`config.mk`:
```
export PLATFORM = sky130hd
export DESIGN_NAME = bcdu_uart_ctrl_flat
export DESIGN_NICKNAME = d
export VERILOG_FILES = /design/src/bcdu_top_note_placeholder.sv /design/src/bcdu_pkg.sv /design/src/bcdu_link_if.sv /design/src/bcdu_uart_ctrl.sv /design/src/flat_wrapper.sv
export SDC_FILE = /design/constraint.sdc
export NUM_CORES = 1
export LEC_CHECK = 0
export BUFFER_PORTS_ARGS = -buffer_cell sky130_fd_sc_hd__buf_2
export CAP_MARGIN = 20
export CORE_MARGIN = 8
export CORE_UTILIZATION = 35
export CTS_CLUSTER_SIZE = 24
export DETAILED_ROUTE_END_ITERATION = 8
export PLACE_DENSITY = 0.55
export SETUP_SLACK_MARGIN = 0.02
export SYNTH_ARGS = -nofsm -noshare
export SYNTH_HDL_FRONTEND = slang
export SYNTH_SLANG_ARGS = --single-unit
export TNS_END_PERCENT = 5
```
`constraint.sdc`:
```
create_clock -name aclk -period 4 [get_ports aclk]
set_input_delay 0.2 -clock aclk [delete_from_list [all_inputs] [get_ports aclk]]
set_output_delay 0.2 -clock aclk [all_outputs]
set_load 0.02 [all_outputs]
```
`src/bcdu_top_note_placeholder.sv`:
```
`timescale 1ns/1ps
`default_nettype none
`default_nettype wire

```
`src/bcdu_pkg.sv`:
```
package bcdu_pkg;

	// ----------------------------------------
	// Stream shape
	// ----------------------------------------
	localparam int         NUM_WORDS       = 5;
	localparam logic [3:0] TAG_TOP         = 4'h0;
	localparam logic [3:0] TAG_NEXT        = 4'h8;
	localparam int         SIGN_POS        = 1;
	localparam int         OVER_POS        = 2;
	localparam int         UNDER_POS       = 3;

	// ----------------------------------------
	// Timing
	// ----------------------------------------
	localparam int CLK_MHZ         = 200;
	localparam int CONV_CYCLE_CLKS = 40002;
	localparam int BIT_TIME_NS     = 1000;
	localparam int BIT_CLKS        = (BIT_TIME_NS * CLK_MHZ + 999) / 1000;
	localparam int WORD_BITS       = 11;
	localparam int WORD_CLKS       = BIT_CLKS * WORD_BITS;

	// ----------------------------------------
	// Controller registers
	// ----------------------------------------
	localparam logic [7:0]  CTRL_OFS     = 8'h00;
	localparam logic [7:0]  STATUS_OFS   = 8'h04;
	localparam logic [7:0]  WORD_OFS     = 8'h08;
	localparam logic [7:0]  READING_OFS  = 8'h0c;
	localparam logic [7:0]  IRQ_STAT_OFS = 8'h10;
	localparam logic [7:0]  IRQ_EN_OFS   = 8'h14;
	localparam logic [7:0]  IRQ_CLR_OFS  = 8'h18;
	localparam int          CTRL_START   = 0;
	localparam int          CTRL_HOLD    = 1;
	localparam int          CTRL_MERGE   = 2;
	localparam logic [2:0]  CTRL_RST     = 3'h0;
	localparam int          ST_BUSY      = 0;
	localparam int          ST_READY     = 1;
	localparam int          ST_TX        = 2;
	localparam int          IRQ_WORD     = 0;
	localparam int          IRQ_READING  = 1;
	localparam int          IRQ_OVERRUN  = 2;
	localparam logic [2:0]  IRQ_RST      = 3'h0;
	localparam logic [1:0]  RESP_OK      = 2'h0;
	localparam logic [1:0]  RESP_ERR     = 2'h2;

	// Burst tracking in the formatter
	typedef enum logic [1:0] {
		B_IDLE = 2'b01,
		B_RUN  = 2'b10
	} bcdu_burst_t;

endpackage : bcdu_pkg

```
`src/bcdu_link_if.sv`:
```
`timescale 1ns/1ps
`default_nettype none
interface bcdu_link_if;
	// Formatter to controller
	logic [7:0] word;
	logic       load;
	logic       even_parity_select;
	logic       busy;
	logic       top_digit_select;
	// Controller to formatter
	logic       start_req;
	logic       hold_req;
	logic       merge_flags;

	modport dev (
		output word, load, even_parity_select, busy, top_digit_select,
		input  start_req, hold_req, merge_flags
	);
	modport host (
		input  word, load, even_parity_select, busy, top_digit_select,
		output start_req, hold_req, merge_flags
	);
endinterface : bcdu_link_if
`default_nettype wire

```
`src/bcdu_uart_ctrl.sv`:
```
`timescale 1ns/1ps
`default_nettype none
module bcdu_uart_ctrl import bcdu_pkg::*; (
	// Clock and reset
	input  wire logic        aclk,
	input  wire logic        aresetn,
	// AXI4-Lite write
	input  wire logic [7:0]  s_axi_awaddr,
	input  wire logic        s_axi_awvalid,
	output logic             s_axi_awready,
	input  wire logic [31:0] s_axi_wdata,
	input  wire logic [3:0]  s_axi_wstrb,
	input  wire logic        s_axi_wvalid,
	output logic             s_axi_wready,
	output logic [1:0]       s_axi_bresp,
	output logic             s_axi_bvalid,
	input  wire logic        s_axi_bready,
	// AXI4-Lite read
	input  wire logic [7:0]  s_axi_araddr,
	input  wire logic        s_axi_arvalid,
	output logic             s_axi_arready,
	output logic [31:0]      s_axi_rdata,
	output logic [1:0]       s_axi_rresp,
	output logic             s_axi_rvalid,
	input  wire logic        s_axi_rready,
	// Serial command and display side
	input  wire logic        uart_serial_input,
	output logic             ripple_blank_input,
	output logic             irq,
	// Link to formatter
	bcdu_link_if.host        link
);
	// ----------------------------------------
	// Helpers
	// ----------------------------------------
	function automatic logic [2:0] tag_slot(input logic [3:0] tag);
		case (tag)
			4'h0:    tag_slot = 3'd0;
			4'h8:    tag_slot = 3'd1;
			4'h4:    tag_slot = 3'd2;
			4'h2:    tag_slot = 3'd3;
			4'h1:    tag_slot = 3'd4;
			default: tag_slot = 3'd7;
		endcase
	endfunction : tag_slot

	function automatic logic known(input logic [7:0] a);
		known = (a == CTRL_OFS) || (a == STATUS_OFS) || (a == WORD_OFS) ||
			(a == READING_OFS) || (a == IRQ_STAT_OFS) || (a == IRQ_EN_OFS) ||
			(a == IRQ_CLR_OFS);
	endfunction : known

	logic [7:0]  aw_addr;
	logic        aw_held;
	logic [31:0] w_data;
	logic [3:0]  w_strb;
	logic        w_held;
	logic        do_write;
	logic [2:0]  ctrl_reg;
	logic        ready_reg;
	logic        busy_d;
	logic [7:0]  word_reg;
	logic        eps_cap;
	logic        perr;
	logic [19:0] reading_reg;
	logic [11:0] tx_cnt;
	logic [2:0]  ev;
	logic [2:0]  irq_stat_reg;
	logic [2:0]  irq_en_reg;
	logic [2:0]  clr;
	logic        start_wr;
	logic        rblank_reg;

	// ----------------------------------------
	// AXI4-Lite slave
	// ----------------------------------------
	assign s_axi_awready = ~aw_held & ~s_axi_bvalid;
	assign s_axi_wready  = ~w_held & ~s_axi_bvalid;
	assign s_axi_arready = ~s_axi_rvalid;
	assign do_write      = aw_held & w_held & ~s_axi_bvalid;
	assign start_wr      = do_write && aw_addr == CTRL_OFS && w_strb[0] && w_data[CTRL_START];
	assign clr           = (do_write && aw_addr == IRQ_CLR_OFS && w_strb[0]) ? w_data[2:0] : 3'h0;

	// Address and data taken in either order
	always_ff @(posedge aclk) begin
		if (!aresetn) begin
			aw_held      <= 1'b0;
			w_held       <= 1'b0;
			aw_addr      <= 8'h00;
			w_data       <= 32'h00000000;
			w_strb       <= 4'h0;
			s_axi_bvalid <= 1'b0;
			s_axi_bresp  <= RESP_OK;
		end else begin
			if (s_axi_awvalid && s_axi_awready) begin
				aw_held <= 1'b1;
				aw_addr <= s_axi_awaddr;
			end
			if (s_axi_wvalid && s_axi_wready) begin
				w_held <= 1'b1;
				w_data <= s_axi_wdata;
				w_strb <= s_axi_wstrb;
			end
			if (do_write) begin
				aw_held      <= 1'b0;
				w_held       <= 1'b0;
				s_axi_bvalid <= 1'b1;
				s_axi_bresp  <= known(aw_addr) ? RESP_OK : RESP_ERR;
			end else if (s_axi_bvalid && s_axi_bready) begin
				s_axi_bvalid <= 1'b0;
			end
		end
	end

	// Control and enable registers
	always_ff @(posedge aclk) begin
		if (!aresetn) begin
			ctrl_reg   <= CTRL_RST;
			irq_en_reg <= IRQ_RST;
		end else if (do_write && w_strb[0]) begin
			if (aw_addr == CTRL_OFS) ctrl_reg <= {w_data[CTRL_MERGE], w_data[CTRL_HOLD], 1'b0};
			if (aw_addr == IRQ_EN_OFS) irq_en_reg <= w_data[2:0];
		end
	end

	// Read mux
	always_ff @(posedge aclk) begin
		if (!aresetn) begin
			s_axi_rvalid <= 1'b0;
			s_axi_rdata  <= 32'h00000000;
			s_axi_rresp  <= RESP_OK;
		end else if (s_axi_arvalid && s_axi_arready) begin
			s_axi_rvalid <= 1'b1;
			s_axi_rresp  <= known(s_axi_araddr) ? RESP_OK : RESP_ERR;
			case (s_axi_araddr)
				CTRL_OFS:     s_axi_rdata <= {29'h0, ctrl_reg};
				STATUS_OFS:   s_axi_rdata <= {29'h0, tx_cnt != 12'h000, ready_reg, link.busy};
				WORD_OFS:     s_axi_rdata <= {23'h0, eps_cap, word_reg};
				READING_OFS:  s_axi_rdata <= {12'h0, reading_reg};
				IRQ_STAT_OFS: s_axi_rdata <= {29'h0, irq_stat_reg};
				IRQ_EN_OFS:   s_axi_rdata <= {29'h0, irq_en_reg};
				default:      s_axi_rdata <= 32'h00000000;
			endcase
		end else if (s_axi_rvalid && s_axi_rready) begin
			s_axi_rvalid <= 1'b0;
		end
	end

	// ----------------------------------------
	// Start command and data-ready
	// ----------------------------------------
	always_ff @(posedge aclk) begin
		if (!aresetn) begin
			ready_reg <= 1'b0;
			busy_d    <= 1'b0;
		end else begin
			busy_d <= link.busy;
			if (uart_serial_input || start_wr) begin
				ready_reg <= 1'b1; // Set wins over busy
			end else if (link.busy && !busy_d) begin
				ready_reg <= 1'b0;
			end
		end
	end

	// ----------------------------------------
	// Word reception and reading assembly
	// ----------------------------------------
	// Transmit parity from captured select; receiver checks odd
	assign perr = ~(^word_reg ^ (^word_reg ^ ~eps_cap)); // Error when select was high

	always_ff @(posedge aclk) begin
		if (!aresetn) begin
			word_reg    <= 8'h00;
			eps_cap     <= 1'b0;
			reading_reg <= 20'h00000;
			ev          <= 3'h0;
			tx_cnt      <= 12'h000;
		end else begin
			ev <= 3'h0;
			if (tx_cnt != 12'h000) tx_cnt <= tx_cnt - 12'h001;
			if (link.load) begin
				word_reg       <= link.word;
				eps_cap        <= link.even_parity_select;
				tx_cnt         <= 12'(WORD_CLKS);
				ev[IRQ_WORD]   <= 1'b1;
				ev[IRQ_OVERRUN] <= tx_cnt != 12'h000;
				case (tag_slot(link.word[7:4]))
					3'd0: begin
						reading_reg[16] <= link.word[0];
						reading_reg[18] <= ctrl_reg[CTRL_MERGE] & link.word[OVER_POS];
						reading_reg[19] <= ctrl_reg[CTRL_MERGE] & link.word[UNDER_POS];
					end
					3'd1: reading_reg[15:12] <= link.word[3:0];
					3'd2: reading_reg[11:8]  <= link.word[3:0];
					3'd3: reading_reg[7:4]   <= link.word[3:0];
					3'd4: begin
						reading_reg[3:0]  <= link.word[3:0];
						ev[IRQ_READING]   <= 1'b1;
					end
					default: reading_reg <= reading_reg;
				endcase
			end
			if (ev[IRQ_WORD] && word_reg[7:4] == TAG_TOP) begin
				reading_reg[17] <= perr; // Parity error reads as positive
			end
		end
	end

	// ----------------------------------------
	// Interrupts
	// ----------------------------------------
	always_ff @(posedge aclk) begin
		if (!aresetn) begin
			irq_stat_reg <= IRQ_RST;
		end else begin
			irq_stat_reg <= (irq_stat_reg & ~clr) | ev;
		end
	end

	// Ripple blanking follows the top digit select
	always_ff @(posedge aclk) begin
		if (!aresetn) begin
			rblank_reg <= 1'b0;
		end else begin
			rblank_reg <= link.top_digit_select;
		end
	end

	assign irq                = |(irq_stat_reg & irq_en_reg);
	assign ripple_blank_input = rblank_reg;
	assign link.start_req     = ready_reg;
	assign link.hold_req      = ctrl_reg[CTRL_HOLD];
	assign link.merge_flags   = ctrl_reg[CTRL_MERGE];
endmodule : bcdu_uart_ctrl
`default_nettype wire

```
`src/flat_wrapper.sv`:
```
// flat-port wrapper written by rule: the top's interface ports become plain ports
module bcdu_uart_ctrl_flat import bcdu_pkg::*;
  (aclk, aresetn, s_axi_awaddr, s_axi_awvalid, s_axi_awready, s_axi_wdata, s_axi_wstrb, s_axi_wvalid, s_axi_wready, s_axi_bresp, s_axi_bvalid, s_axi_bready, s_axi_araddr, s_axi_arvalid, s_axi_arready, s_axi_rdata, s_axi_rresp, s_axi_rvalid, s_axi_rready, uart_serial_input, ripple_blank_input, irq, link_word, link_load, link_even_parity_select, link_busy, link_top_digit_select, link_start_req, link_hold_req, link_merge_flags);
  bcdu_link_if link_i ();
  input  wire logic aclk;
  input  wire logic aresetn;
  input  wire logic [7:0] s_axi_awaddr;
  input  wire logic s_axi_awvalid;
  output logic s_axi_awready;
  input  wire logic [31:0] s_axi_wdata;
  input  wire logic [3:0] s_axi_wstrb;
  input  wire logic s_axi_wvalid;
  output logic s_axi_wready;
  output logic [1:0] s_axi_bresp;
  output logic s_axi_bvalid;
  input  wire logic s_axi_bready;
  input  wire logic [7:0] s_axi_araddr;
  input  wire logic s_axi_arvalid;
  output logic s_axi_arready;
  output logic [31:0] s_axi_rdata;
  output logic [1:0] s_axi_rresp;
  output logic s_axi_rvalid;
  input  wire logic s_axi_rready;
  input  wire logic uart_serial_input;
  output logic ripple_blank_input;
  output logic irq;
  input wire logic [$bits(link_i.word)-1:0] link_word;
  input wire logic [$bits(link_i.load)-1:0] link_load;
  input wire logic [$bits(link_i.even_parity_select)-1:0] link_even_parity_select;
  input wire logic [$bits(link_i.busy)-1:0] link_busy;
  input wire logic [$bits(link_i.top_digit_select)-1:0] link_top_digit_select;
  output wire logic [$bits(link_i.start_req)-1:0] link_start_req;
  output wire logic [$bits(link_i.hold_req)-1:0] link_hold_req;
  output wire logic [$bits(link_i.merge_flags)-1:0] link_merge_flags;
  assign link_i.word = link_word;
  assign link_i.load = link_load;
  assign link_i.even_parity_select = link_even_parity_select;
  assign link_i.busy = link_busy;
  assign link_i.top_digit_select = link_top_digit_select;
  assign link_start_req = link_i.start_req;
  assign link_hold_req = link_i.hold_req;
  assign link_merge_flags = link_i.merge_flags;
  bcdu_uart_ctrl u_core (.aclk(aclk), .aresetn(aresetn), .s_axi_awaddr(s_axi_awaddr), .s_axi_awvalid(s_axi_awvalid), .s_axi_awready(s_axi_awready), .s_axi_wdata(s_axi_wdata), .s_axi_wstrb(s_axi_wstrb), .s_axi_wvalid(s_axi_wvalid), .s_axi_wready(s_axi_wready), .s_axi_bresp(s_axi_bresp), .s_axi_bvalid(s_axi_bvalid), .s_axi_bready(s_axi_bready), .s_axi_araddr(s_axi_araddr), .s_axi_arvalid(s_axi_arvalid), .s_axi_arready(s_axi_arready), .s_axi_rdata(s_axi_rdata), .s_axi_rresp(s_axi_rresp), .s_axi_rvalid(s_axi_rvalid), .s_axi_rready(s_axi_rready), .uart_serial_input(uart_serial_input), .ripple_blank_input(ripple_blank_input), .irq(irq), .link(link_i));
endmodule
```
Word level (Yosys, flattened, before mapping)

Cells that the tools add are included.

Register bits after elaboration: 107
Input bits: 72
Word-level logic and storage cells: 135

$add $sub $neg: 1
Equal/unequal tests: 20
Muxes and demuxes: 18
Bitwise logic cells: 19
Reduce and logical (&&, ||, !) cells: 49

Operators by type and width:

| operator                                            | count |
|---|---|
| case mux 20 bit (6 select lines)                    | 1 |
| == test 8 x 5 -> 1 bit (second input constant)      | 6 |
| == test 8 x 4 -> 1 bit (second input constant)      | 4 |
| 2-to-1 mux 12 bit                                   | 2 |
| == test 8 x 3 -> 1 bit (second input constant)      | 2 |
| logical NOT 8 bit                                   | 2 |
| AND reduction 2 bit                                 | 8 |
| case mux 3 bit (5 select lines)                     | 1 |
| logical AND 1 bit                                   | 13 |
| logical OR 1 bit                                    | 13 |
| nonzero test 12 bit                                 | 1 |
| subtractor 12 x 1 -> 12 bit (second input constant) | 1 |
| 2-to-1 mux 1 bit                                    | 9 |
| 2-to-1 mux 3 bit                                    | 3 |
| logical NOT 4 bit                                   | 2 |
| nonzero test 2 bit                                  | 4 |
| XOR reduction 8 bit                                 | 1 |
| inverter 1 bit                                      | 7 |
| AND 1 bit                                           | 6 |
| AND 3 bit                                           | 2 |
| == test 3 x 2 -> 1 bit (second input constant)      | 2 |
| == test 4 x 1 -> 1 bit (second input constant)      | 1 |
| == test 4 x 2 -> 1 bit (second input constant)      | 1 |
| == test 4 x 3 -> 1 bit (second input constant)      | 1 |
| other kinds (11)                                    | 14 |

Depth between registers and ports, before layout

Depth in word-level cells: 8
Depth in mapped cells: 6
Mapped depth without buffers: 6

Least setup slack after synthesis

Ideal clock, no wire load.

Path type: register to register
Start point: register u_core.tx_cnt[0]
End point: register u_core.tx_cnt[10]
Setup time: 70 ps
Arrival: 1973 ps
Data required time: 3930 ps
Setup slack: 1957 ps
Stages on the path, launching flop included: 7
Buffers on the path: 0
Period minus slack after synthesis: 2043 ps
Cells stage by stage: dfxtp_1 > inv_1 > ha_1 > or4b_4 > or4_4 > or4_1 > a21oi_1

Word-level cells in the longest chain between the ends: 1
Elaborated cells on any way between the ends: 2
Classes of those cells: add/sub: 1; reduce/logical: 1

RTL lines:

| what                                                               | RTL line              | text |
|---|---|---|
| from (decl)                                                        | bcdu_uart_ctrl.sv:66  | `logic [11:0] tx_cnt;` |
| from (signal assigned)                                             | bcdu_uart_ctrl.sv:181 | `if (tx_cnt != 12'h000) tx_cnt <= tx_cnt - 12'h001;` |
| from (signal assigned)                                             | bcdu_uart_ctrl.sv:185 | `tx_cnt <= 12'(WORD_CLKS);` |
| subtractor 12 x 1 -> 12 bit or nonzero test 12 bit (tied branches) | bcdu_uart_ctrl.sv:181 |  |

Several ways; a longest one is shown, not always the timed one.
A chain may end at the register's enable or synchronous reset.

Worst setup path after layout

Ends and elaborated chain as after synthesis.

==> summary.md <==
| Metric | Value |
|---|---|
| Status | `finished, final reports clean` |
| FP Rows | `38` |
| Setup bufs post-CTS | `0` |
| Initial antenna violation count | `0` |
| Commonest cells post-synth | `dfxtp_1 (93), nor2_1 (62), mux2i_1 (44), nand2_1 (36), a21oi_1 (23)` |
| Mean area per synthesized cell | `9.111 um2` |
| I/O pin count | `118` |
| Worst hold path class | `input pin to flip-flop` |
| Routed WL | `9776 um` |
| Global-route usage over all layers | `13.57%` |
| Mapped cell area | `3881 um2` |
| RSZ-0062 raised after global routing | `false` |
| Post-route setup TNS | `0 ps` |
| Clk root buf | `clkbuf_8` |
| Final period util | `54.67%` |
| Vias in the first global route | `3,244` |
| Detail Placement HPWL | `~7300 um` |
| Top cell type's share of synthesized area | `47.97%` |
| First-pass GRT wire length | `16,020 um` |
| Starting DRC count in detailed routing | `155` |
| Fmax | `457.3 MHz` |
| Pin count of the biggest net entering global routing | `53` |
| Cell count after synthesis | `426` |
| Final #Nets | `568` |
| Pre-Repair DR Iteration Count | `4` |
| Post-synth EDFFs | `0` |
| Required time of the critical path | `4300 ps` |
| Synth cell types | `47` |
| Fin. Hold Viols | `0` |
| Port-buffer cells | `between 70 and 80` |
| Core area | `10,840 um2` |
| Antenna-violating nets left | `0` |
| VDD IR max | `0.1554 mV` |
| Via-to-Cell Ratio | `5.014` |
| Worst Tran Pin Value | `just over 700 ps` |
| Total CTS buffers | `9` |
| Max-slew violations | `0` |
| CTS Buffer Depth | `2` |
| CTS H-tree lvls | `3` |
| Async S/R FF share, synth | `0%` |
| CTS tree | `yes` |
| Layout fillers | `1,095` |
| PD cells | `409.3 nW/um2` |
| Gpl congestion | `roughly 0.82` |
| Number of max-cap violations | `0` |
| Die footprint | `14,710 um2` |
| Most frequent cell after synthesis | `dfxtp_1` |
| Util after Layout | `41.71%` |
| Via count | `3,194` |
| Lkg Pwr | `1.951 nW` |
| Ranking of synthesized cells by area | `dfxtp_1 (48%), mux2i_1 (11%), nor2_1 (6.0%)` |
| Worst-path clk slew | `100 ps` |
| Critical Path Fanout Max | `5` |
| Final Skew | `about 12 ps` |
| #FFs+latches synth | `93` |
| Seq/Total Area, Yosys | `47.97%` |
| Total gr overflow | `0` |
| Warnings, synthesis | `0` |
| CP Launch Type | `flip-flop` |
| CP arrival | `around 2500 ps` |
| Cts hold-fix bufs | `1` |
| Die Y | `roughly 120 um` |
| Post-synth top area cell | `dfxtp_1` |
| Setup Crit Path Kind | `flip-flop to flip-flop` |
| Synth-to-Final Area Change | `16.51%` |
| Share of layout cells above drive strength 1 | `20.32%` |
| Top FF cell, synth | `dfxtp_1` |
| Initial Util | `35.80%` |
| Antenna Cells | `0` |
| Wirelength per Cell | `15.35 um` |
| Crit end category | `flip-flop` |
| Die Wd | `121.3 um` |
| Residual DRC count | `0` |
| Clk_lat worst skew | `between 300 and 400 ps` |
| Slew margin rel. | `between 50% and 60%` |
| Fin crit period | `2187 ps` |
| Setup violators final | `0` |
| Cts repair resizes | `0` |
| Clock sink count | `93` |
final timing paths:
kind / slack [ps] / startpoint / endpoint / cells past startpoint
max: 1810 / u_core.tx_cnt[0] / u_core.tx_cnt[10] / 6
min: 40 / link_top_digit_select / u_core.ripple_blank_input / 2
max reg2reg: 1810 / u_core.tx_cnt[0] / u_core.tx_cnt[10] / 6
min reg2reg: 460 / u_core.aw_addr[6] / u_core.aw_addr[6] / 2
power breakdown:
part	internal, mW	leakage (nW)	switching (mW)
combinational	0.0860	1.09	0.143
sequential	0.963	0.759	0.0315
clock	0.249	0.0990	0.378
total	1.30	1.95	0.553
cells by family (layout without fill, tap and decap cells):
kind of cell / Yosys count / after routing / share of synthesized area (%)
AND/OR/NAND/NOR: 157 / 157 / 20.28
flip-flops: 93 / 93 / 47.97
AO/OA/AOI/OAI: 76 / 76 / 11.93
buffers and inverters: 48 / 106 / 5.996
multiplexers: 46 / 46 / 12.22
adder cells (fa/ha/maj): 4 / 4 / 1.290
other: 1 / 14 / 0.09662
XOR/XNOR: 1 / 1 / 0.2257
stage by stage:
| step | hold slack (ps) | worst slack, ps | total power [mW] | area, um2 | std cells |
|---|---|---|---|---|---|
| floorplan | 299.0 | 1957 | 1.180 | 3930 | 439 |
| global placement | 389.5 | 1892 | 1.238 | 4313 | 620 |
| detailed placement | 387.1 | 1843 | 1.245 | 4313 | 620 |
| CTS | 25.22 | 1807 | 1.877 | 4522 | 637 |
| global route | 17.27 | 1675 | 1.949 | 4522 | 637 |
| finish | 43.65 | 1813 | 1.851 | 4522 | 637 |
worst max-delay path: stages (launching register included):
cell and delay, ps:
dfxtp_1 340, inv_1 100, ha_1 190, or4b_4 510, or4_4 440, or4_1 400
a21oi_1 140
layer usage:
layer  global-route usage, %  share of wire (%)  up-vias
li1                        -                  -     1606
met1                   16.53                 47     1495
met2                   22.50                 46       86
met3                   4.746                6.4        7
met4                   3.007               0.72        0
met5                       0                  0        -
final cells by class:
class,count,area (um2),share of cell area [%]
Sequential cell,93,1862,41.17
Multi-Input combinational cell,298,1842,40.73
Timing Repair Buffer,75,387.9,8.578
Tap cell,140,175.2,3.874
Clock buffer,9,123.9,2.739
Clock inverter,7,75.07,1.660
Inverter,15,56.30,1.245
placed cells by master (no fill, tap or decap), drive strengths merged, types with 3 or more instances in the layout:
cell type  instances
buf               74
nor3               6
a21oi             23
a31oi              7
nand2b             6
dfxtp             93
and2               6
clkbuf             9
a22oi             11
nand3b             4
nand4b             4
nor4               6
o21ai             21
conb              14
or4                7
inv               20
mux2i             44
nand3              6
ha                 4
nor2              62
nand2             36
o31ai              4
nand4              3
No activity file was read; power rests on OpenSTA's default activity.
